--- config.mk ---
export PLATFORM = sky130hd
export DESIGN_NAME = gpp_port
export DESIGN_NICKNAME = d
export VERILOG_FILES = /design/src/design/gpp_pkg.sv /design/src/design/gpp_port.sv
export VERILOG_INCLUDE_DIRS = /design/src /design/src/design
export SDC_FILE = /design/constraint.sdc
export NUM_CORES = 2
export LEC_CHECK = 0
export ABC_AREA = 1
export BUFFER_PORTS_ARGS = -buffer_cell sky130_fd_sc_hd__buf_2
export CAP_MARGIN = 20
export CORE_AREA = 5 5 326 328
export DETAILED_ROUTE_END_ITERATION = 8
export DIE_AREA = 0 0 331 333
export MAX_ROUTING_LAYER = met4
export PLACE_DENSITY = 0.8
export SETUP_SLACK_MARGIN = 0.05
export SKIP_LAST_GASP = 1
export SLEW_MARGIN = 5
export SYNTH_ARGS = -nofsm -noshare
export SYNTH_HDL_FRONTEND = slang
export SYNTH_SLANG_ARGS = --single-unit
--- constraint.sdc ---
create_clock -name mclk -period 2.81 [get_ports mclk]
set_input_delay 0.281 -clock mclk [delete_from_list [all_inputs] [get_ports mclk]]
set_output_delay 0.281 -clock mclk [all_outputs]
set_load 0.03 [all_outputs]
--- src/design/gpp_cfg.svh ---
`ifndef GPP_CFG_SVH
`define GPP_CFG_SVH

// ****************************************
// register word offsets (byte addresses)
// ****************************************
`define GPP_OFS_OWN 12'h000
`define GPP_OFS_FS0 12'h010
`define GPP_OFS_FS1 12'h020
`define GPP_OFS_FS2 12'h030
`define GPP_OFS_ODE 12'h040
`define GPP_OFS_OLV 12'h050
`define GPP_OFS_PLV 12'h060
`define GPP_OFS_PUE 12'h070
`define GPP_OFS_PDE 12'h080
`define GPP_OFS_IEN 12'h090
`define GPP_OFS_IM0 12'h0A0
`define GPP_OFS_IM1 12'h0B0
`define GPP_OFS_IFL 12'h0D0
`define GPP_OFS_IMSK 12'h0E0

// ****************************************
// alias selector within a 16-byte group
// ****************************************
`define GPP_ALIAS_RW 2'h0
`define GPP_ALIAS_SET 2'h1
`define GPP_ALIAS_CLR 2'h2
`define GPP_ALIAS_TGL 2'h3

// ****************************************
// field codes and reset values
// ****************************************
`define GPP_IMODE_CHANGE 2'h0
`define GPP_IMODE_RISE 2'h1
`define GPP_IMODE_FALL 2'h2
`define GPP_KEEP_NONE 2'h0
`define GPP_KEEP_DOWN 2'h1
`define GPP_KEEP_UP 2'h2
`define GPP_KEEP_BUS 2'h3
`define GPP_RST_WORD 32'h00000000
`define GPP_RST_OWN 32'hFFFFFFFF

`endif

--- src/design/gpp_pkg.sv ---
package gpp_pkg;
   typedef enum logic [2:0] {
      GPP_BUS_IDLE = 3'b001,
      GPP_BUS_ACK = 3'b010,
      GPP_BUS_DONE = 3'b100
   } gpp_bus_type;

   typedef struct packed {
      gpp_bus_type bus;
      logic [31:0] own;
      logic [31:0] fs0;
      logic [31:0] fs1;
      logic [31:0] fs2;
      logic [31:0] ode;
      logic [31:0] olv;
      logic [31:0] plv;
      logic [31:0] pue;
      logic [31:0] pde;
      logic [31:0] ien;
      logic [31:0] im0;
      logic [31:0] im1;
      logic [31:0] ifl;
      logic [31:0] imsk;
      logic [31:0] rdata;
      logic wait_q;
      logic [31:0] pin_out;
      logic [31:0] pin_oe;
      logic [31:0] pu;
      logic [31:0] pd;
      logic [31:0] bk;
      logic irq;
   } gpp_state_type;
endpackage : gpp_pkg

--- src/design/gpp_port.sv ---
`timescale 1ns/1ps
`include "gpp_cfg.svh"

// Notes on behaviour
// - ownership bit one gives the pin to GPIO, zero to the chosen peripheral
// - each writable register except the flags sits at base, then set, clear, toggle word aliases
// - three mux planes hold the three-bit function code per pin
// - code with plane2 as msb picks function A (000) to H (111)
// - driver enable bit one turns the pin output driver on while GPIO owns the pin
// - output level bit is the level GPIO drives onto the pin
// - read-only pin level register returns the pin levels last sampled
// - pin level follows the pin only when owned by GPIO or interrupt enabled
// - pin level register after reset holds the pin levels, not a constant
// - pull-up enable bit one enables pull-up unless pull-down enable is also one, zero disables it
// - pull-up and pull-down pair: none, down, up, buskeeper
// - interrupt enable bit one enables detection for that pin
// - two mode planes hold the two-bit interrupt mode per pin
// - mode 00 any change, 01 rising, 10 falling, 11 reserved
// - detected condition sets the pin's interrupt flag while enabled
module gpp_port
   import gpp_pkg::*;
(
   input wire logic mclk,
   input wire logic sys_rst,
   input wire logic [11:0] avs_address,
   input wire logic avs_read,
   input wire logic avs_write,
   input wire logic [31:0] avs_writedata,
   input wire logic [3:0] avs_byteenable,
   output logic [31:0] avs_readdata,
   output logic avs_waitrequest,
   input wire logic [31:0] pin_in,
   output logic [31:0] pin_out,
   output logic [31:0] pin_oe,
   output logic [31:0] pullup_on,
   output logic [31:0] pulldown_on,
   output logic [31:0] buskeeper_on,
   input wire logic [255:0] periph_out,
   input wire logic [255:0] periph_oe,
   output logic irq
);

   // ****************************************
   // helpers
   // ****************************************
   function automatic logic [31:0] alias_apply(input logic [31:0] cur, input logic [1:0] sel,
                                               input logic [31:0] wd);
      case (sel)
         `GPP_ALIAS_RW: alias_apply = wd;
         `GPP_ALIAS_SET: alias_apply = cur | wd;
         `GPP_ALIAS_CLR: alias_apply = cur & ~wd;
         `GPP_ALIAS_TGL: alias_apply = cur ^ wd;
         default: alias_apply = cur;
      endcase
   endfunction : alias_apply

   function automatic logic hits(input logic [11:0] adr, input logic [11:0] base);
      hits = (adr[11:4] == base[11:4]);
   endfunction : hits

   gpp_state_type st_reg;
   gpp_state_type st_next;
   logic [31:0] wmask;
   logic [31:0] wd;
   logic [31:0] sel_out;
   logic [31:0] sel_oe;
   logic [31:0] edge_hit;

   assign wmask = {{8{avs_byteenable[3]}}, {8{avs_byteenable[2]}}, {8{avs_byteenable[1]}}, {8{avs_byteenable[0]}}};
   assign wd = avs_writedata & wmask;

   // ****************************************
   // per-pin function mux and edge detect
   // ****************************************
   genvar gi;
   generate
      for (gi = 0; gi < 32; gi++) begin : g_pin
         logic [2:0] fsel;
         logic [1:0] imode;
         logic rise;
         logic fall;
         assign fsel = {st_reg.fs2[gi], st_reg.fs1[gi], st_reg.fs0[gi]};
         assign sel_out[gi] = periph_out[{fsel, 5'(gi)}];
         assign sel_oe[gi] = periph_oe[{fsel, 5'(gi)}];
         assign imode = {st_reg.im1[gi], st_reg.im0[gi]};
         assign rise = ~st_reg.plv[gi] & pin_in[gi];
         assign fall = st_reg.plv[gi] & ~pin_in[gi];
         always_comb begin
            case (imode)
               `GPP_IMODE_CHANGE: edge_hit[gi] = rise | fall;
               `GPP_IMODE_RISE: edge_hit[gi] = rise;
               `GPP_IMODE_FALL: edge_hit[gi] = fall;
               default: edge_hit[gi] = 1'b0;
            endcase
         end
      end
   endgenerate

   // ****************************************
   // next state
   // ****************************************
   always_comb begin
      logic [31:0] sampled;
      logic [31:0] clr;
      logic [1:0] asel;
      sampled = 32'h00000000;
      clr = 32'h00000000;
      asel = avs_address[3:2];
      st_next = st_reg;
      st_next.wait_q = 1'b1;
      // input path active only for GPIO-owned or interrupt-enabled pins
      sampled = st_reg.own | st_reg.ien;
      st_next.plv = (pin_in & sampled) | (st_reg.plv & ~sampled);
      case (st_reg.bus)
         GPP_BUS_IDLE: begin
            if (avs_write) begin
               if (hits(avs_address, `GPP_OFS_OWN)) st_next.own = alias_apply(st_reg.own, asel, wd);
               if (hits(avs_address, `GPP_OFS_FS0)) st_next.fs0 = alias_apply(st_reg.fs0, asel, wd);
               if (hits(avs_address, `GPP_OFS_FS1)) st_next.fs1 = alias_apply(st_reg.fs1, asel, wd);
               if (hits(avs_address, `GPP_OFS_FS2)) st_next.fs2 = alias_apply(st_reg.fs2, asel, wd);
               if (hits(avs_address, `GPP_OFS_ODE)) st_next.ode = alias_apply(st_reg.ode, asel, wd);
               if (hits(avs_address, `GPP_OFS_OLV)) st_next.olv = alias_apply(st_reg.olv, asel, wd);
               if (hits(avs_address, `GPP_OFS_PUE)) st_next.pue = alias_apply(st_reg.pue, asel, wd);
               if (hits(avs_address, `GPP_OFS_PDE)) st_next.pde = alias_apply(st_reg.pde, asel, wd);
               if (hits(avs_address, `GPP_OFS_IEN)) st_next.ien = alias_apply(st_reg.ien, asel, wd);
               if (hits(avs_address, `GPP_OFS_IM0)) st_next.im0 = alias_apply(st_reg.im0, asel, wd);
               if (hits(avs_address, `GPP_OFS_IM1)) st_next.im1 = alias_apply(st_reg.im1, asel, wd);
               if (hits(avs_address, `GPP_OFS_IMSK)) st_next.imsk = alias_apply(st_reg.imsk, asel, wd);
               // flags clear by writing one at the base or clear alias
               if (hits(avs_address, `GPP_OFS_IFL) && (asel == `GPP_ALIAS_RW || asel == `GPP_ALIAS_CLR))
                  clr = wd;
            end
            if (avs_read) begin
               st_next.rdata = 32'h00000000;
               if (avs_address[3:2] == `GPP_ALIAS_RW) begin
                  case ({4'h0, avs_address[11:4]})
                     `GPP_OFS_OWN >> 4: st_next.rdata = st_reg.own;
                     `GPP_OFS_FS0 >> 4: st_next.rdata = st_reg.fs0;
                     `GPP_OFS_FS1 >> 4: st_next.rdata = st_reg.fs1;
                     `GPP_OFS_FS2 >> 4: st_next.rdata = st_reg.fs2;
                     `GPP_OFS_ODE >> 4: st_next.rdata = st_reg.ode;
                     `GPP_OFS_OLV >> 4: st_next.rdata = st_reg.olv;
                     `GPP_OFS_PLV >> 4: st_next.rdata = st_reg.plv;
                     `GPP_OFS_PUE >> 4: st_next.rdata = st_reg.pue;
                     `GPP_OFS_PDE >> 4: st_next.rdata = st_reg.pde;
                     `GPP_OFS_IEN >> 4: st_next.rdata = st_reg.ien;
                     `GPP_OFS_IM0 >> 4: st_next.rdata = st_reg.im0;
                     `GPP_OFS_IM1 >> 4: st_next.rdata = st_reg.im1;
                     `GPP_OFS_IFL >> 4: st_next.rdata = st_reg.ifl;
                     `GPP_OFS_IMSK >> 4: st_next.rdata = st_reg.imsk;
                     default: st_next.rdata = 32'h00000000;
                  endcase
               end
            end
            if (avs_read || avs_write) begin
               st_next.bus = GPP_BUS_ACK;
               st_next.wait_q = 1'b0;
            end
         end
         GPP_BUS_ACK: st_next.bus = GPP_BUS_DONE;
         GPP_BUS_DONE: st_next.bus = GPP_BUS_IDLE;
         default: st_next.bus = GPP_BUS_IDLE;
      endcase
      // set wins over clear
      st_next.ifl = (st_reg.ifl & ~clr) | (edge_hit & st_reg.ien & sampled);
      st_next.irq = |(st_next.ifl & st_next.imsk);
      // pad drive
      st_next.pin_out = (st_reg.own & st_reg.olv) | (~st_reg.own & sel_out);
      st_next.pin_oe = (st_reg.own & st_reg.ode) | (~st_reg.own & sel_oe);
      st_next.pu = st_reg.pue & ~st_reg.pde;
      st_next.pd = ~st_reg.pue & st_reg.pde;
      st_next.bk = st_reg.pue & st_reg.pde;
   end

   // ****************************************
   // state register
   // ****************************************
   always_ff @(posedge mclk) begin
      if (sys_rst) begin
         st_reg <= st_next;
         st_reg.bus <= GPP_BUS_IDLE;
         st_reg.own <= `GPP_RST_OWN;
         st_reg.fs0 <= `GPP_RST_WORD;
         st_reg.fs1 <= `GPP_RST_WORD;
         st_reg.fs2 <= `GPP_RST_WORD;
         st_reg.ode <= `GPP_RST_WORD;
         st_reg.olv <= `GPP_RST_WORD;
         st_reg.plv <= pin_in;
         st_reg.pue <= `GPP_RST_WORD;
         st_reg.pde <= `GPP_RST_WORD;
         st_reg.ien <= `GPP_RST_WORD;
         st_reg.im0 <= `GPP_RST_WORD;
         st_reg.im1 <= `GPP_RST_WORD;
         st_reg.ifl <= `GPP_RST_WORD;
         st_reg.imsk <= `GPP_RST_WORD;
         st_reg.rdata <= `GPP_RST_WORD;
         st_reg.wait_q <= 1'b1;
         st_reg.pin_out <= `GPP_RST_WORD;
         st_reg.pin_oe <= `GPP_RST_WORD;
         st_reg.pu <= `GPP_RST_WORD;
         st_reg.pd <= `GPP_RST_WORD;
         st_reg.bk <= `GPP_RST_WORD;
         st_reg.irq <= 1'b0;
      end else begin
         st_reg <= st_next;
      end
   end

   assign avs_readdata = st_reg.rdata;
   assign avs_waitrequest = st_reg.wait_q;
   assign pin_out = st_reg.pin_out;
   assign pin_oe = st_reg.pin_oe;
   assign pullup_on = st_reg.pu;
   assign pulldown_on = st_reg.pd;
   assign buskeeper_on = st_reg.bk;
   assign irq = st_reg.irq;

endmodule : gpp_port

==> impl_metrics.env <==
export IMPL_peakVddDrop_uv=381
export IMPL_overflow=0
export IMPL_yosysTopAreaCell="dfxtp_1"
export IMPL_r2r_start="st_reg[643]"
export IMPL_timing_worst_setup_path_type="flop to flop"
export IMPL_cap_viol_max_count=0
export IMPL_gp_congestion=1.01
export IMPL_status="completed"
export IMPL_critPathArrivalTime_ps=3170
export IMPL_power_density_nw_per_um2=404
export IMPL_via_count=53069
export IMPL_timing_final_ws_setup_ps=213
export IMPL_cts_tree="yes"
export IMPL_rows=118
export IMPL_slew_headroom=0.243
export IMPL_async_reset_ff_frac=0
export IMPL_finalCriticalPeriod_ps=2600
export IMPL_power_switching_fraction=0.275
export IMPL_root_buffer="clkbuf_16"
export IMPL_drive_gt1_frac=0.160
export IMPL_yosysWarnings=0
export IMPL_drt_initial_drc_count=5705
export IMPL_power_frac_seq=0.407
export IMPL_start_util=0.477
export IMPL_synth_common_cells="nand2_1, ha_1, o21ai_0, dfxtp_1, inv_1"
export IMPL_syn_to_final_growth_pct=15.1
export IMPL_drc=0
export IMPL_fmax_mhz=385
export IMPL_r2r_setup_slack_ps=210
export IMPL_yosysUniqueCellTypes=39
export IMPL_fin_hold_ws_ps=23.7
export IMPL_grt_pass1_wl_um=310000
export IMPL_clk_path_buf_depth=3
export IMPL_min_delay_start="pin_in[0]"
export IMPL_total_power_uw=22800
export IMPL_cts_setup_buffers=0
export IMPL_setup_viol=0
export IMPL_clk_pin_slew_worst_paths_ps=60
export IMPL_pwr_share_clk=0.469
export IMPL_crit_required_ps=3390
export IMPL_rsz0062_at_grt="no"
export IMPL_synth_most_common_cell="nand2_1"
export IMPL_grt_start_max_net_pins=121
export IMPL_min_period_over_period=0.924
export IMPL_ioPinCount=790
export IMPL_antenna_found_initial=28
export IMPL_place_area_um2=53700
export IMPL_synth_edff_count=32
export IMPL_whs_path_depth=3
export IMPL_synth_top_area_share=0.250
export IMPL_fin_setup_tns_ps=0
export IMPL_grtUsageTotal=0.377
export IMPL_syn_avg_cell_area_um2=7.33
export IMPL_slew_viol_final=0
export IMPL_internal_power_uw=16600
export IMPL_endpoint_kind="flop"
export IMPL_ant_nets=0
export IMPL_die_h_um=333
export IMPL_comb_power_share=0.124
export IMPL_via_per_inst=6.14
export IMPL_worstSkewPairLatency_ps=660
export IMPL_largest_reg_flops=259
export IMPL_syn_area_um2=49100
export IMPL_synth_nets=8120
export IMPL_cp_max_fo=19
export IMPL_p_switching_uw=6280
export IMPL_yosys_top_cells_area="dfxtp_1, ha_1, nand2_1, o21ai_0, inv_1"
export IMPL_cts_sink_count=645
export IMPL_first_pass_iters=8
export IMPL_numPortBuffers=787
export IMPL_fin_area_um2=56500
export IMPL_coreArea_um2=103000
export IMPL_hold_viol_final=0
export IMPL_die_w_um=331
export IMPL_routed_wl_um=215000
export IMPL_worst_slew_pin_slew_ps=1130
export IMPL_rr_worst_depth=13
export IMPL_htreeDepth=3
export IMPL_grt_pass1_vias=50887
export IMPL_dp_hpwl_um=158000
export IMPL_yosysSeqAreaShare=0.270
export IMPL_wl_per_cell_um=24.8
export IMPL_p_leak_uw=0.0246
export IMPL_hp_class="input port to flop"
export IMPL_cts_buffers_inserted=79
export IMPL_r2r_end="irq"
export IMPL_ys_flop_type="dfxtp_1"
export IMPL_skew_ps=19.5
export IMPL_nNetsFinal=8614
export IMPL_die_area_um2=110000
export IMPL_syn_inst=6692
export IMPL_synth_seq_cells=645
export IMPL_startpoint_type="flop"
export IMPL_dpl_worst_slack_ps=143
==> critical path, stage by stage (launching register included) <==
cell	delay, ps
dfxtp_1	310
inv_1	80
nand3_2	170
nor2_8	340
nand2_4	320
inv_2	540
nor2_1	120
nor2_1	130
nand2_1	100
nand2_1	90
nor2_1	40
nand2_1	60
nor2_2	80
a21oi_1	120
==> kinds of logic (layout without fill, tap and decap cells) <==
group,count (synthesis),after routing,synth area share
buf+inv,1198,1751,0.108
flops,645,645,0.270
other cells,0,22,0
simple gates,1961,1961,0.163
compound gates,2056,2056,0.247
fa+ha+maj,832,832,0.212
==> final cells by class <==
class	count	area, µm²
repair buffers	990	5820
inverters	621	2350
clock buffers	118	2420
diodes	22	55.1
well taps	1380	1730
flip-flops and latches	645	13200
clock inverters	22	236
multi-input cells	4849	30600
fillers	9752	46400
==> through the flow <==
step / instances / util
floorplan: 6692 / -
global placement: 8477 / 0.522
detailed placement: 8477 / 0.522
CTS: 8624 / 0.548
global route: 8646 / 0.549
finish: 8647 / 0.549
==> placed cells by master (no fill, tap or decap), types with 178 or more instances in the layout <==
cell,n
a21oi_1,413
a31oi_1,202
buf_2,786
dfxtp_1,613
ha_1,832
inv_1,550
nand2_1,1082
nor2_1,459
nor3_1,178
o21ai_0,755
o22ai_1,249
==> repair_timing <==
item                       4_1_cts  5_1_grt
resized for setup                0        1
hold endpoints to repair        16        0
setup endpoints to repair        0        1
hold buffers                     7        0
==> how the worst max path moves through the flow <==
| stage | depth (start not counted) | slack [ps] | to | from |
|---|---|---|---|---|
| floorplan | 13 | 510 | irq | avs_byteenable[2] |
| global placement | 14 | 170 | irq | avs_address[10] |
| detailed placement | 14 | 140 | irq | avs_address[11] |
| CTS | 13 | 270 | irq | st_reg[643] |
| global route | 13 | 60 | irq | st_reg[643] |
| finish | 13 | 210 | irq | st_reg[643] |
==> power groups by stage <==
| stage | clock network, µW | logic (µW) | registers, µW |
|---|---|---|---|
| detailed placement | 0 | 2710 | 9500 |
| global route | 11100 | 3050 | 9300 |
| floorplan | 0 | 1450 | 9490 |
| CTS | 10800 | 2740 | 9300 |
| finish | 10700 | 2820 | 9300 |
| global placement | 0 | 2630 | 9500 |
==> layer usage <==
layer	vias to the layer above	global-route usage	wire length (µm)
met5	-	-	0
met4	0	0.266	18500
met3	829	0.0691	20000
met2	3147	0.610	99100
met1	24990	0.419	77200
li1	24103	-	-
(Power assumes the default switching activity.)
